===== config.mk =====
export PLATFORM = sky130hd
export DESIGN_NAME = ttt_timer
export DESIGN_NICKNAME = d
export VERILOG_FILES = /design/src/inc/ttt_pkg.sv /design/src/hw/ttt_timer.sv /design/src/hw/ttt_buf.sv
export SDC_FILE = /design/constraint.sdc
export NUM_CORES = 1
export LEC_CHECK = 0
export BUFFER_PORTS_ARGS = -buffer_cell sky130_fd_sc_hd__buf_4
export CORE_MARGIN = 4
export CORE_UTILIZATION = 61
export CTS_CLUSTER_DIAMETER = 150
export DETAILED_ROUTE_END_ITERATION = 16
export PLACE_DENSITY = 0.82
export SLEW_MARGIN = 15
export SYNTH_ARGS = -nofsm -noshare
export SYNTH_HDL_FRONTEND = slang
export SYNTH_SLANG_ARGS = --single-unit

===== constraint.sdc =====
create_clock -name sys_clk -period 8.3 [get_ports sys_clk]
set_clock_uncertainty 0.05 [all_clocks]
set_input_delay 1.66 -clock sys_clk [delete_from_list [all_inputs] [get_ports sys_clk]]
set_output_delay 1.66 -clock sys_clk [all_outputs]
set_load 0.02 [all_outputs]

===== src/inc/ttt_pkg.sv =====
package ttt_pkg;
    // counter geometry
    localparam int CNT_W          = 24;
    localparam int PRESCALE_W     = 5;
    localparam int BYTE_W         = 8;
    // control register field positions
    localparam int CTRL_IRQ_EN_BIT = 7;
    localparam int CTRL_MODE_HI    = 6;
    localparam int CTRL_MODE_LO    = 5;
    localparam int CTRL_ROLLOVER   = 4;
    localparam int CTRL_PIN_FN_BIT = 3;
    localparam int CTRL_EXT_CLK    = 2;
    localparam int CTRL_NO_PRESC   = 1;
    localparam int CTRL_ENABLE     = 0;
    // register offsets within the timer range
    localparam logic [4:0] OFS_CTRL    = 5'h00;
    localparam logic [4:0] OFS_PRE_HI  = 5'h06;
    localparam logic [4:0] OFS_PRE_MID = 5'h08;
    localparam logic [4:0] OFS_PRE_LO  = 5'h0a;
    localparam logic [4:0] OFS_CNT_HI  = 5'h0e;
    localparam logic [4:0] OFS_CNT_MID = 5'h10;
    localparam logic [4:0] OFS_CNT_LO  = 5'h12;
    localparam logic [4:0] OFS_STATUS  = 5'h14;
    localparam logic [23:0] TIMER_BASE = 24'h010021;
    localparam logic [23:0] TIMER_LAST = 24'h010035;
    // reset values
    localparam logic [7:0]  CTRL_RST   = 8'h00;
    localparam logic [23:0] PRE_RST    = 24'h000000;
    // interrupt priority level presented to the processor
    localparam logic [2:0]  IRQ_LEVEL  = 3'h2;
    // rate of the timing source relative to sys_clk, and capture buffer depth
    localparam int SYS_CLK_MHZ    = 200;
    localparam int TICK_MHZ       = 4;
    localparam int TICK_DIV       = SYS_CLK_MHZ / TICK_MHZ;
    localparam int BUF_DEPTH      = 2;
endpackage


===== src/hw/ttt_timer.sv =====
`timescale 1ns/100ps
// Notes on behaviour
// - 24-bit down counter loaded from three preload bytes
// - counter clocked via divide-by-32 prescaler or direct
// - clock source system tick or external pin
// - zero reached sets the zero-detect flag
// - control byte selects reload, clock, prescaler, enable; pin bit stored but unused
// - active-low interrupt on decrement one to zero
// - top three control bits: interrupt and mode
// - registers decoded in timer address range
// - interrupt presented at priority level two
// - prescaler advances on falling system tick edge, or on rising external pin edge when that source is selected
// - restart reloads counter from preload automatically
// - sync on first rising edge of input
// - one is 2 kHz period, zero 1 kHz
module ttt_timer
    import ttt_pkg::*;
(
    input  wire logic             sys_clk,
    input  wire logic             sys_rst,
    input  wire logic [23:0]      bus_addr,
    input  wire logic             bus_wr,
    input  wire logic             bus_rd,
    input  wire logic [7:0]       bus_wdata,
    output logic [7:0]            bus_rdata,
    output logic                  bus_ack,
    input  wire logic             ext_timer_clock_in,
    input  wire logic             tape_in_line,
    output logic                  tape_out_line,
    output logic                  tape_out_oe_n,
    output logic                  timer_irq_out_n,
    output logic [2:0]            irq_level,
    output logic                  zero_detect_flag,
    output logic                  edge_valid,
    input  wire logic             edge_ready,
    output logic [CNT_W-1:0]      edge_count
);
    typedef struct packed {
        logic [7:0]            ctrl;
        logic [CNT_W-1:0]      preload;
        logic [CNT_W-1:0]      count;
        logic [PRESCALE_W-1:0] presc;
        logic [5:0]            tick_div;
        logic                  tick_q;
        logic [1:0]            ext_sync;
        logic                  ext_q;
        logic [1:0]            tape_sync;
        logic                  tape_q;
        logic                  synced;
        logic                  zdf;
        logic                  irq_n;
        logic                  out_line;
        logic [7:0]            rdata;
        logic                  ack;
        logic [2:0]            irq_lvl;
        logic                  out_oe_n;
    } ttt_s;

    ttt_s st_reg;
    ttt_s st_next;
    logic buf_in_ready;
    logic cap_valid;

    // address range check and offset within the timer window
    function automatic logic in_range(input logic [23:0] a);
        in_range = (a >= TIMER_BASE) && (a <= TIMER_LAST);
    endfunction

    function automatic logic [4:0] offs(input logic [23:0] a);
        logic [23:0] d;
        d = a - TIMER_BASE;
        offs = d[4:0];
    endfunction

    always_comb begin
        logic tick;
        logic src_edge;
        logic cnt_en;
        logic running;
        logic restart;
        logic tape_rise;
        logic [5:0] div_max;
        tick      = 1'b0;
        src_edge  = 1'b0;
        cnt_en    = 1'b0;
        restart   = 1'b0;
        tape_rise = 1'b0;
        div_max   = 6'(TICK_DIV - 1);
        running   = st_reg.ctrl[CTRL_ENABLE];
        st_next   = st_reg;
        st_next.ack = 1'b0;

        // 4 MHz system tick falling edge from a divider
        st_next.tick_div = (st_reg.tick_div == div_max) ? 6'h00
                           : st_reg.tick_div + 6'h01;
        st_next.tick_q = (st_reg.tick_div < 6'(TICK_DIV / 2));
        tick = st_reg.tick_q && !st_next.tick_q;

        // external clock and tape input synchronisers
        st_next.ext_sync = {st_reg.ext_sync[0], ext_timer_clock_in};
        st_next.ext_q    = st_reg.ext_sync[1];
        st_next.tape_sync = {st_reg.tape_sync[0], tape_in_line};
        st_next.tape_q    = st_reg.tape_sync[1];
        tape_rise = st_reg.tape_sync[1] && !st_reg.tape_q;

        // source select then optional prescaler
        src_edge = st_reg.ctrl[CTRL_EXT_CLK]
                   ? (st_reg.ext_sync[1] && !st_reg.ext_q)
                   : tick;
        if (running && src_edge) begin
            if (st_reg.ctrl[CTRL_NO_PRESC]) begin
                cnt_en = 1'b1;
            end else begin
                st_next.presc = st_reg.presc + 5'h01;
                cnt_en = (st_reg.presc == 5'h1f);
            end
        end

        // down counter with reload or rollover at zero
        if (cnt_en) begin
            if (st_reg.count == 24'h000001) begin
                st_next.zdf = 1'b1;
                if (st_reg.ctrl[CTRL_IRQ_EN_BIT]) begin
                    st_next.irq_n = 1'b0;
                end
            end
            if (st_reg.count == 24'h000000) begin
                st_next.count = st_reg.ctrl[CTRL_ROLLOVER]
                    ? 24'hffffff : st_reg.preload;
            end else begin
                st_next.count = st_reg.count - 24'h000001;
            end
        end

        // register writes; enable rising edge restarts
        if (bus_wr && in_range(bus_addr)) begin
            st_next.ack = 1'b1;
            unique case (offs(bus_addr))
                OFS_CTRL: begin
                    st_next.ctrl = bus_wdata;
                    restart = bus_wdata[CTRL_ENABLE] && !running;
                end
                OFS_PRE_HI:  st_next.preload[23:16] = bus_wdata;
                OFS_PRE_MID: st_next.preload[15:8]  = bus_wdata;
                OFS_PRE_LO:  st_next.preload[7:0]   = bus_wdata;
                OFS_STATUS: begin
                    // write one clears; a zero event this cycle wins
                    if (bus_wdata[0] && !(cnt_en
                        && st_reg.count == 24'h000001)) begin
                        st_next.zdf   = 1'b0;
                        st_next.irq_n = 1'b1;
                    end
                end
                default: ;
            endcase
        end
        if (restart) begin
            st_next.count = st_reg.preload;
            st_next.presc = '0;
            st_next.zdf   = 1'b0;
            st_next.irq_n = 1'b1;
        end

        // registered level and pin enable for the outputs
        st_next.irq_lvl  = st_next.irq_n ? 3'h0 : IRQ_LEVEL;
        st_next.out_oe_n = 1'b0; // line always driven

        // register reads
        if (bus_rd && in_range(bus_addr)) begin
            st_next.ack = 1'b1;
            unique case (offs(bus_addr))
                OFS_CTRL:    st_next.rdata = st_reg.ctrl;
                OFS_PRE_HI:  st_next.rdata = st_reg.preload[23:16];
                OFS_PRE_MID: st_next.rdata = st_reg.preload[15:8];
                OFS_PRE_LO:  st_next.rdata = st_reg.preload[7:0];
                OFS_CNT_HI:  st_next.rdata = st_reg.count[23:16];
                OFS_CNT_MID: st_next.rdata = st_reg.count[15:8];
                OFS_CNT_LO:  st_next.rdata = st_reg.count[7:0];
                OFS_STATUS:  st_next.rdata = {7'h00, st_reg.zdf};
                default:     st_next.rdata = 8'h00;
            endcase
        end

        // tape output: bit 1 written at offset 1 drives line, pin function bit ignored
        if (bus_wr && in_range(bus_addr)
            && offs(bus_addr) == OFS_CTRL + 5'h01) begin
            st_next.out_line = bus_wdata[1];
        end

        // capture elapsed count (preload minus count) on input rising edges
        if (tape_rise) begin
            st_next.synced = 1'b1;
        end
        // a full buffer drops the capture
        cap_valid = tape_rise && st_reg.synced && running
                    && buf_in_ready;
    end

    always_ff @(posedge sys_clk) begin
        if (sys_rst) begin
            st_reg <= '0;
            st_reg.ctrl    <= CTRL_RST;
            st_reg.preload <= PRE_RST;
            st_reg.irq_n   <= 1'b1;
        end else begin
            st_reg <= st_next;
        end
    end

    // captured counts pass a two-entry buffer
    ttt_buf #(
        .WIDTH (CNT_W)
    ) u_buf (
        .sys_clk   (sys_clk),
        .sys_rst   (sys_rst),
        .in_valid  (cap_valid),
        .in_ready  (buf_in_ready),
        .in_data   (st_reg.preload - st_reg.count),
        .out_valid (edge_valid),
        .out_ready (edge_ready),
        .out_data  (edge_count)
    );

    assign bus_rdata        = st_reg.rdata;
    assign bus_ack          = st_reg.ack;
    assign tape_out_line    = st_reg.out_line;
    assign tape_out_oe_n    = st_reg.out_oe_n;
    assign timer_irq_out_n  = st_reg.irq_n;
    assign irq_level        = st_reg.irq_lvl;
    assign zero_detect_flag = st_reg.zdf;
endmodule // ttt_timer


===== src/hw/ttt_buf.sv =====
`timescale 1ns/100ps
// two-entry skid buffer for captured counts
module ttt_buf
    import ttt_pkg::*;
#(
    parameter int WIDTH = 24
) (
    input  wire logic             sys_clk,
    input  wire logic             sys_rst,
    input  wire logic             in_valid,
    output logic                  in_ready,
    input  wire logic [WIDTH-1:0] in_data,
    output logic                  out_valid,
    input  wire logic             out_ready,
    output logic [WIDTH-1:0]      out_data
);
    typedef struct packed {
        logic [1:0][WIDTH-1:0] mem;
        logic [1:0]            cnt;
        logic                  in_ready;
        logic                  out_valid;
        logic [WIDTH-1:0]      out_data;
    } ttt_buf_s;

    ttt_buf_s st_reg;
    ttt_buf_s st_next;

    // push at tail, pop at head; data leave from registers
    always_comb begin
        logic push;
        logic pop;
        push = 1'b0;
        pop  = 1'b0;
        st_next = st_reg;
        push = in_valid && st_reg.in_ready;
        pop  = st_reg.out_valid && out_ready;
        if (pop) begin
            st_next.mem[0] = st_reg.mem[1];
        end
        if (push) begin
            if (pop) begin
                st_next.mem[st_reg.cnt - 2'h1] = in_data;
            end else begin
                st_next.mem[st_reg.cnt[0]] = in_data;
            end
        end
        st_next.cnt = st_reg.cnt + {1'b0, push} - {1'b0, pop};
        st_next.in_ready  = (st_next.cnt != 2'(BUF_DEPTH));
        st_next.out_valid = (st_next.cnt != 2'h0);
        st_next.out_data  = st_next.mem[0];
    end

    always_ff @(posedge sys_clk) begin
        if (sys_rst) begin
            st_reg <= '0;
            st_reg.in_ready <= 1'b1;
        end else begin
            st_reg <= st_next;
        end
    end

    assign in_ready  = st_reg.in_ready;
    assign out_valid = st_reg.out_valid;
    assign out_data  = st_reg.out_data;
endmodule // ttt_buf


---- Yosys cells after proc, flatten, opt, wreduce, memory -nomap -nowiden ----
Cells that the tools add are included.
cells by class
  order comparisons ....................... 7
  multiplexer cells ....................... 31
  bitwise operators ....................... 1
  reductions and logical operators ........ 34
  equality and inequality tests ........... 12
  add/subtract/negate cells ............... 8
operator list
  kind                                                                 number
  2-to-1 mux 24 bit                                                    7
  bitwise mux 48 bit                                                   2
  case mux 8 bit (8 select lines)                                      1
  demux 24 bit (select 1 bit)                                          2
  2-to-1 mux 48 bit                                                    1
  2-to-1 mux 29 bit                                                    1
  equality test 24 x 1 -> 1 bit, second input constant                 1
  greater-or-equal comparator 24 x 17 -> 1 bit, second input constant  1
  less-or-equal comparator 24 x 17 -> 1 bit, second input constant     1
  zero test 24 bit                                                     1
  subtractor 24 x 1 -> 24 bit, second input constant                   1
  subtractor 24 bit                                                    1
  equality test 5 bit, second input constant                           4
  logical AND 1 bit                                                    18
  equality test 5 x 4 -> 1 bit, second input constant                  3
  2-to-1 mux 2 bit                                                     6
  2-to-1 mux 5 bit                                                     2
  AND reduction 2 bit                                                  5
  2-to-1 mux 1 bit                                                     9
  adder 6 x 1 -> 6 bit, second input constant                          1
  equality test 6 bit, second input constant                           1
  less-than comparator 6 x 5 -> 1 bit, second input constant           1
  adder 5 x 1 -> 5 bit, second input constant                          1
  equality test 5 x 1 -> 1 bit, second input constant                  1
  other kinds (15)                                                     21
storage, ports and cells
  output and inout port bits .............. 41
  flip-flop bits (word level) ............. 143
  bits of input ports ..................... 39
  logic and storage cells ................. 118

---- Depth between registers and ports, before layout ----
Gate-level depths: netlist (run 1).
  depth after elaboration ................. 14
  depth in mapped cells ................... 12
  mapped depth without buffers ............ 12

---- Modules after synthesis ----
Synthesis (run 1) repeated with hierarchy kept, for this count alone.
unflattened totals
  cells, all modules ...................... 921
  area total of the unflattened synthesis .. 8112.8 µm²
modules (own cells, without submodules)
  module     sequential area each (µm²)  area each (µm²)  times used  cells an instance
  ttt_timer  1761.7                      5665.4           1           691
  ttt_buf    1041.0                      2447.3           1           230

---- Worst setup path after synthesis (run 1) ----
OpenSTA, ideal clock, no wires.
  kind .................................... input port to flip-flop
  start ................................... input bus_addr[3]
  end ..................................... register st_reg[42] (netlist name)
  slack ................................... 4.606 ns
  path buffers ............................ 3
  setup time .............................. 0.128 ns
  cell stages on the path ................. 10
  arrival time ............................ 3.517 ns
  data required time ...................... 8.122 ns
  cell sequence ........................... buf_2 > or4_1 > o22ai_1 > nor3_1 > and3_1 > buf_6 > a21o_2 > buf_2 > a222oi_1 > nor2_1
between the ends
  word-level cells in the longest chain between the ends .. 5
  elaborated cells between the ends (all ways) .. 10
ends and longest elaborated chain
  element                                                               line                                RTL
  start: declaration                                                    ttt_timer.sv:21                     input wire logic [23:0] bus_addr,
  greater-or-equal comparator 24 x 17 -> 1 bit (tied with other cells)  ttt_timer.sv:66                     in_range = (a >= TIMER_BASE) && (a <= TIMER_LAST);
  logical AND 1 bit / zero test 5 bit (equally long branches)           ttt_timer.sv:66, ttt_timer.sv:138
  logical AND 1 bit / 2-to-1 mux 1 bit (equally long branches)          ttt_timer.sv:136, ttt_timer.sv:138
  2-to-1 mux 1 bit (*)                                                  ttt_timer.sv:136                    if (bus_wr && in_range(bus_addr)) begin
  2-to-1 mux 29 bit / nonzero test 2 bit (equally long branches)        n/a
  end signal: assignment                                                ttt_timer.sv:206                    st_reg <= st_next;
  end: declaration                                                      ttt_timer.sv:59                     ttt_s st_reg;
Every way passes the cells marked *; elsewhere a longest branch is shown, timed or not.
A chain may end at the register's enable or synchronous reset.

---- Final worst setup path (run 1) ----
  start ................................... input edge_ready
  end ..................................... register u_buf.st_reg[63] (netlist name)
between the ends
  word-level cells in the longest chain between the ends .. 2
ends and longest elaborated chain
  element                 line             RTL
  start: declaration      ttt_timer.sv:35  input wire logic edge_ready,
  logical AND 1 bit       ttt_buf.sv:36    pop = st_reg.out_valid && out_ready;
  2-to-1 mux 48 bit       ttt_buf.sv:41    if (pop) begin
  end signal: assignment  ttt_buf.sv:58    st_reg <= st_next;
  end: declaration        ttt_buf.sv:25    ttt_buf_s st_reg;
Every way passes these cells.

==> impl_results.md, run 1 <==
- Status: finished, final reports clean
- Critical Path Fanout Max: 24
- Detailed Routing Iterations Pass 1: 7
- Layout cells sized above 1: 12.9%
- Final worst slack: 3.82 ns
- Hold Path Class: reg -> reg
- DRT antenna net count: 0
- Synth Warn #: 0
- Final min period: 4.48 ns
- Area fraction of the dominant cell type after synthesis: 33.7%
- Most common cell in the synthesized netlist: dfxtp_1
- Clock sinks: 140
- Root buffer cell: clkbuf_16
- Setup Buffers After CTS: 0
- RSZ-0062 raised after global routing: no
- CTS tree: built
- Synth Instances: 1042
- Post-DP HPWL: 16.4 mm
- Startpoint types: primary input
- Area growth syn-to-layout: 11.5%
- Final Util: 69.7%
- TritonCTS Buffers: 17
- Count of maximum capacitance violations: 0
- WP data arrival: 4.77 ns
- Final setup fails: 0
- WP data required: 8.59 ns
- Initial core utilization: 62.6%
- CTS resizes: 0
- DR iter-0 viols: 835
- Worst slew pin tran: 1.16 ns
- Yosys top cell by area: dfxtp_1
- Cell area power density: 175 nW/um2
- Nets@finish: 1125
- Dpl cell area: 8630 um2
- Via count: 7926
- Total Wirelength: 23.0 mm
- H-tree Lvls: 4
- Relative slew slack: 22.9%
- Vias in the first global route: 7381
- Fill cell count: 1104
- Residual DRC count: 0
- Endpoint class of the critical path: register
- Peak Freq: 223 MHz
- Crit Path Class: in -> reg
- Maximum clock insertion buffer count: 2
- Largest register FFs: 71
- First-pass GRT wire length: 37.0 mm
- I/O pin count: 80
- Die X: 125 um
- Crit share post-route: 53.9%
- Synth area leaders: dfxtp_1 (34%), nand2_1 (6.1%), ha_1 (5.0%)
- Total GRT Usage: 28.9%
- Routed len/inst: 18.5 um
- Drt via density: 6.39
- Post-Syn Area: 8320 um2
- Final Max Tran Viols: 0
- Die Y-Extent: 125 um
- Post-synth top flop: dfxtp_1
- Total gr overflow: 0
- Initial antenna violation count: 0
- Final setup TNS: 0 ns
- Max VDD drop: 0.000177 V
- Post-synth EDFFs: 0
- Static leakage: 3.79 nW
- Flops & latches, synth: 140
- Clk slew on worst S/H paths: 0.06 ns
- Core Footprint: 13300 um2
- Hold Vio Cnt, Final: 0
- Largest net degree at the start of global routing: 109
- Fin area: 9270 um2
- Cell variety after synth: 77
- Worst-Skew Late Latency: 0.43 ns
- Post-CTS Hold Buffers: 0
- IO buf count: 76
- Synthesized area per cell: 7.98 um2
- Antenna Cells: 0
- Pre-CTS setup slack: 3.52 ns
- Die area: 15600 um2
- Ys async rst share: 0%
- Gp weighted congestion: 1.06
- Synth cell count leaders: dfxtp_1 (140), nand2_1 (136), nor2_1 (103), a21oi_1 (79), nand3_1 (48)
- Rows: 42
- Post-synthesis sequential area ratio: 33.7%
[power by group]
part / switching, mW / total, mW / internal [mW]
sequential: 0.00912 / 0.693 / 0.684
combinational: 0.0663 / 0.104 / 0.0375
clock: 0.306 / 0.826 / 0.520
[per-stage QoR]
step	power [mW]	std cells	hold slack, ns
6_report	1.62	1241	0.391
3_5_place_dp	0.810	1209	0.376
4_1_cts	1.62	1241	0.390
2_1_floorplan	0.777	1044	0.364
3_3_place_gp	0.808	1209	0.373
5_1_grt	1.67	1241	0.408
[path summary, 6_finish.rpt]
kind	from	endpoint	slack [ns]	cells after the start
worst max-delay path	edge_ready	u_buf.st_reg[63]	3.82	8
worst min-delay path	st_next[22]	st_next[20]	0.39	1
worst min register to register	st_next[22]	st_next[20]	0.39	1
worst max register to register	u_buf.out_valid	u_buf.st_reg[63]	4.84	7
[cell usage in the layout, fill, tap and decap left out, types with 9 or more instances in the layout]
cell type,count
nor3_1,20
a21oi_1,79
nand4_1,10
nand2_1,136
xor2_1,15
a21o_1,19
and3_1,11
nand3_1,48
a22oi_1,14
a221oi_1,24
dfxtp_1,140
ha_1,33
o21ai_0,41
a211oi_1,9
buf_4,83
nor2b_1,14
nor2_1,103
inv_1,39
clkbuf_16,17
mux2i_1,26
xnor2_1,27
a311oi_1,12
[worst max-delay path, stage by stage]
cell and delay (ns):
buf_4 0.10, nand2_1 0.49, inv_1 0.52, nor2_1 0.64, nor2_1 0.11, nor2_1 0.87
nand3b_1 0.18, a21oi_1 0.18
[cell families (layout without fill, tap and decap cells)]
family	after synthesis	after routing	share of synthesized area, %
flip-flops	140	140	33.7
AND/OR/NAND/NOR	390	390	22.6
adder cells (fa/ha/maj)	34	34	5.20
AO/OA/AOI/OAI	275	275	22.5
other	1	3	0.0451
XOR/XNOR	42	42	4.42
multiplexers	26	26	3.13
buffers and inverters	134	155	8.38
[final cells by class]
cell class | count | area (um2) | share of cell area (%)
multi-input combinational | 770 | 4840 | 52.2
sequential | 140 | 2800 | 30.2
timing repair buffer | 83 | 623 | 6.72
clock buffer | 19 | 453 | 4.88
tap | 176 | 220 | 2.37
clock inverter | 13 | 185 | 2.00
inverter | 40 | 150 | 1.62
[routing by layer]
metal | wire (um) | vias to the layer above | track usage, %
met2 | 10700 | 386 | 46.7
li1 | - | 3748 | -
met1 | 9680 | 3707 | 37.0
met3 | 1720 | 85 | 5.79
met5 | 0 | - | 0
met4 | 894 | 0 | 13.3
No activity file was read; power rests on OpenSTA's default activity.
==> run 2, diff against run 1 <==
Settings changed: CORE_UTILIZATION 61 to 60, PLACE_DENSITY 0.82 to 0.81.
Clock period 8.3 ns to 4.6 ns, I/O delays scaled along.
==> impl_results.md, run 2 (synthesis gave the netlist of run 1 again) <==
- Status: finished, final reports clean
- Placed cells: 1215 (+0.50%)
- Largest register FFs: 71 (unchanged)
- WHS Endpoint: st_next[20]
- Initial core utilization: 62.1% (-0.49 points)
- Fill cell count: 1120 (+1.4%)
- Hold Vio Cnt, Final: 0 (unchanged)
- Area growth syn-to-layout: 12.7%
- Hold_sp: st_next[22]
- Register-to-register setup slack: 1.26 ns (-3.58 ns)
- Rows: 42 (unchanged)
- Worst-path cell chain: ha_1, inv_1, fa_1, a211oi_1, o21a_1, nor3_1, nor3_1, o21ai_1, xnor2_1, o311a_1, a311oi_1
- Post-CTS Hold Buffers: 0 (unchanged)
- Largest net degree at the start of global routing: 62 (-43%)
- Relative slew slack: 32.7% (+9.8 points)
- Maximum clock insertion buffer count: 2 (unchanged)
- Commonest cells after routing, fill and taps aside: dfxtp_1 (140), nand2_1 (136), nor2_1 (103), buf_4 (89), a21oi_1 (79)
- Initial antenna violation count: 0 (unchanged)
- WHS Path Cells: 1 (unchanged)
- Gp weighted congestion: 0.965 (-8.8%)
- Endpoint class of the critical path: register
- FF+latch area: 2800 um2 (unchanged)
- Die Y-Extent: 126 um (+0.78%)
- Critical Path Fanout Max: 7 (-71%)
- Crit Path Class: reg -> reg
- Core Footprint: 13400 um2 (+0.79%)
- Crit path max-delay cell type: dfxtp_1
- Worst slew pin tran: 1.01 ns (-0.148 ns)
- Clock sinks: 140 (unchanged)
- Post-DP HPWL: 16.5 mm (+0.23%)
- Count of maximum capacitance violations: 0 (unchanged)
- WP data arrival: 3.63 ns (-1.14 ns)
- Peak Freq: 300 MHz
- Final setup fails: 0 (unchanged)
- I/O pin count: 80 (unchanged)
- H-tree Lvls: 4 (unchanged)
- Hold Path Class: reg -> reg
- Crit share post-route: 72.5%
- CP delay by family, top: compound AO/OA/AOI/OAI gates
- Slowest cell delay on critical path: 0.53 ns (-0.34 ns)
- Root buffer cell: clkbuf_16
- CTS resizes: 0 (unchanged)
- DR iter-0 viols: 933 (+12%)
- IO buf count: 76 (unchanged)
- Final setup TNS: 0 ns (unchanged)
- Layout cells sized above 1: 13.2% (+0.30 points)
- Max VDD drop: 0.000252 V (+43%)
- CTS tree: built
- Area of the multi-input gates: 4830 um2 (-0.16%)
- Vias in the first global route: 7394 (+0.18%)
- TritonCTS Buffers: 17 (unchanged)
- R2r endpoint: u_buf.st_reg[46]
- RSZ-0062 raised after global routing: no
- Final min period: 3.34 ns
- First-pass GRT wire length: 38.0 mm (+2.7%)
- Most common cell after layout, fill and taps aside: dfxtp_1
- Detailed Routing Iterations Pass 1: 5 (-2)
- Residual DRC count: 0 (unchanged)
- Drt via density: 6.41 (+0.32%)
- Cell area power density: 329 nW/um2 (+88%)
- Die X: 126 um (+0.78%)
- Startpoint types: register
- Via count: 7990 (+0.81%)
- Final Max Tran Viols: 0 (unchanged)
- Die area: 15800 um2 (+1.6%)
- DRT antenna net count: 0 (unchanged)
- Nets@finish: 1131 (+0.53%)
- Worst r2r path cells: 11 (+4)
- Total gr overflow: 0 (unchanged)
- Total Wirelength: 23.2 mm (+1.2%)
- Clk slew on worst S/H paths: 0.06 ns (about the same)
- WP data required: 4.89 ns (-3.70 ns)
- Total GRT Usage: 29.3% (+0.41 points)
- Number of buffer and inverter stages on the critical path: 1 (-1)
- Setup Buffers After CTS: 0 (unchanged)
- Final cell count without fillers: 1247 (+0.48%)
- Final Util: 70.0% (+0.25 points)
- Routed len/inst: 18.6 um (+0.69%)
- Static leakage: 3.85 nW (+1.6%)
- Antenna Cells: 0 (unchanged)
- Critical R2R Launch: st_reg[35]
- Worst-Skew Late Latency: 0.43 ns (about the same)
- Most used cell, CP: nor3_1
run 2: worst max-delay path by stage:
stage / from / endpoint / slack (ns) / cells after the start
2_1_floorplan: bus_addr[3] / st_reg[42] / 1.65 / 10
3_3_place_gp: edge_ready / u_buf.st_reg[42] / 1.08 / 9
3_5_place_dp: edge_ready / u_buf.st_reg[41] / 1.02 / 9
4_1_cts: st_reg[35] / u_buf.st_reg[46] / 1.33 / 11
5_1_grt: bus_addr[19] / st_reg[76] / 1.09 / 8
6_report: st_reg[35] / u_buf.st_reg[46] / 1.26 / 11
run 2: per-stage QoR:
stage | hold WS, ns | total power, mW | instance area, um2 | worst slack, ns
after floorplan | 0.364 | 1.40 | 8330 | 1.65
final | 0.385 | 3.08 | 9380 | 1.26
after CTS | 0.392 | 3.09 | 9380 | 1.33
after global placement | 0.375 | 1.46 | 8670 | 1.08
after detailed placement | 0.379 | 1.47 | 8670 | 1.02
after global routing | 0.417 | 3.17 | 9380 | 1.09
run 2: layer usage:
layer	wire (um)	track usage [%]
met1	9650	38.4
met2	10500	46.6
met3	2140	6.35
met4	935	12.9
met5	0	0
run 2: final cells by class:
class	instances	area share, %
well taps	176	2.35
inverters	40	1.60
repair buffers	89	7.12
clock inverters	10	2.48
flip-flops and latches	140	29.9
multi-input cells	770	51.5
clock buffers	22	5.06
run 2: report_power, final:
part | total, mW | switching [mW] | internal (mW)
combinational | 0.192 | 0.123 | 0.0693
sequential | 1.25 | 0.0168 | 1.23
clock | 1.64 | 0.522 | 1.12
total | 3.08 | 0.662 | 2.42
==> run 3, diff against run 2 <==
Settings changed: CORE_UTILIZATION 60 to 54, PLACE_DENSITY 0.81 to 0.77.
Clock period 4.6 ns to 2.9 ns, I/O delays scaled along.
==> impl_results.md, run 3 (synthesis gave the netlist of run 1 again) <==
- Static leakage: 4.07 nW (+5.5%)
- Drt via density: 6.24 (-2.7%)
- Total GRT Usage: 27.6% (-1.7 points)
- Setup Buffers After CTS: 0 (unchanged)
- FF+latch area: 2800 um2 (unchanged)
- H-tree Lvls: 4 (unchanged)
- Total gr overflow: 0 (unchanged)
- Post-CTS Hold Buffers: 0 (unchanged)
- Maximum clock insertion buffer count: 2 (unchanged)
- Clk slew on worst S/H paths: 0.06 ns (about the same)
- I/O pin count: 80 (unchanged)
- Core Footprint: 15100 um2 (+13%)
- Clock sinks: 140 (unchanged)
- Total Wirelength: 24.4 mm (+5.1%)
- Hold Path Class: in -> reg
- Antenna Cells: 0 (unchanged)
- Routed len/inst: 18.7 um (+0.26%)
- Global-route met2 utilization: 43.4% (-3.2 points)
- DRT antenna net count: 0 (unchanged)
- Slowest cell delay on critical path: 0.49 ns (-0.04 ns)
- Startpoint types: register
- Most common cell after layout, fill and taps aside: dfxtp_1
- Commonest cells after routing, fill and taps aside: dfxtp_1 (140), buf_4 (138), nand2_1 (136), nor2_1 (103), a21oi_1 (79)
- Gp weighted congestion: 0.997 (+3.2%)
- Cell area power density: 471 nW/um2 (+43%)
- Fill cell count: 1330 (+19%)
- Crit path max-delay cell type: or4_1
- GRT met1 Usage: 35.9% (-2.5 points)
- Nets@finish: 1180 (+4.3%)
- Final min period: 2.73 ns (-0.610 ns)
- Final setup fails: 0 (unchanged)
- Die Y-Extent: 132 um (+5.1%)
- Root buffer cell: clkbuf_16
- M3 GR Usage: 6.98% (+0.63 points)
- Peak Freq: 367 MHz (+22%)
- Relative slew slack: 43.5% (+11 points)
- Worst-path cell chain: inv_2, ha_1, nor2b_1, o2111ai_1, a21oi_1, o21ai_0, a211oi_2, a311oi_1, or4_1, nand3_1
- Largest net degree at the start of global routing: 40 (-35%)
- Rows: 45 (+7.1%)
- Detailed Routing Iterations Pass 1: 6 (+1)
- Crit share post-route: 94.0% (+21 points)
- First-pass GRT wire length: 39.3 mm (+3.5%)
- Area of the multi-input gates: 4870 um2 (+0.80%)
- TritonCTS Buffers: 17 (unchanged)
- IO buf count: 76 (unchanged)
- Vias in the first global route: 7613 (+3.0%)
- Die area: 17500 um2 (+10%)
- Initial antenna violation count: 0 (unchanged)
- Crit Path Class: reg -> reg
- Via count: 8152 (+2.0%)
- Pre-CTS setup slack: 0.0463 ns (-0.976 ns)
- Die X: 132 um (+5.1%)
- Worst slew pin tran: 0.839 ns (-0.169 ns)
- Layout cells sized above 1: 17.7% (+4.5 points)
- Final Max Tran Viols: 0 (unchanged)
- Endpoint class of the critical path: register
- Largest register FFs: 71 (unchanged)
- Final Util: 64.1% (-5.9 points)
- Hold Vio Cnt, Final: 0 (unchanged)
- Residual DRC count: 0 (unchanged)
- Initial core utilization: 54.9% (-7.2 points)
- WP data arrival: 3.05 ns (-0.58 ns)
- CTS resizes: 0 (unchanged)
- CTS tree: built
- Max VDD drop: 0.000492 V (+96%)
- Busiest grt layer: met2
- DR iter-0 viols: 985 (+5.6%)
- Count of maximum capacitance violations: 0 (unchanged)
- Critical Path Fanout Max: 5 (-2)
- Post-DP HPWL: 17.9 mm (+8.8%)
- Final worst slack: 0.173 ns (-1.09 ns)
- Area growth syn-to-layout: 16.6%
- Worst-Skew Late Latency: 0.43 ns (about the same)
- Status: finished, final reports clean
- WP data required: 3.22 ns (-1.67 ns)
run 3: power by group:
part	total (mW)	leakage, nW	switching [mW]	internal [mW]
Combinational	0.318	2.64	0.199	0.119
Sequential	1.98	1.13	0.0260	1.96
Clock	2.27	0.299	0.857	1.42
Total	4.57	4.07	1.08	3.49
run 3: cell type report:
cell class              count  share of cell area (%)
clock buffers              21                    4.85
clock inverters            10                    1.43
inverters                  40                    1.55
multi-input cells         770                    50.2
flip-flops and latches    140                    28.9
well taps                 188                    2.42
repair buffers            138                    10.7
run 3: path summary, 6_finish.rpt:
| kind | start | end | slack, ns | depth (start not counted) |
|---|---|---|---|---|
| worst max-delay path | st_reg[36] | u_buf.st_reg[75] | 0.17 | 10 |
| worst min-delay path | tape_in_line | st_next[19] | 0.31 | 2 |
| worst max register to register | st_reg[36] | u_buf.st_reg[75] | 0.17 | 10 |
| worst min register to register | st_next[19] | st_next[17] | 0.40 | 1 |
run 3: critical path, delay by kind of cell (launching register included):
| kind | cells | cell delay (ns) |
|---|---|---|
| buffers and inverters | 1 | 0.11 |
| AO/OA/AOI/OAI | 5 | 1.05 |
| adder cells (fa/ha/maj) | 1 | 0.29 |
| AND/OR/NAND/NOR | 3 | 0.74 |
| flip-flops | 1 | 0.42 |
run 3: routing by layer:
metal	vias to the layer above	share of wire, %
met3	76	9.6
met1	3807	41
met2	430	46
met4	0	3.8
met5	-	0
li1	3839	-
run 3: per-stage QoR:
stage | power, mW | instance area [um2] | setup TNS (ns) | hold slack, ns | std cells
finish | 4.57 | 9700 | 0 | 0.312 | 1307
detailed placement | 2.34 | 9050 | 0 | 0.397 | 1276
floorplan | 2.22 | 8330 | 0 | 0.364 | 1044
global route | 4.70 | 9700 | -0.00137 | 0.336 | 1307
CTS | 4.59 | 9660 | 0 | 0.299 | 1307
global placement | 2.34 | 9050 | 0 | 0.392 | 1276
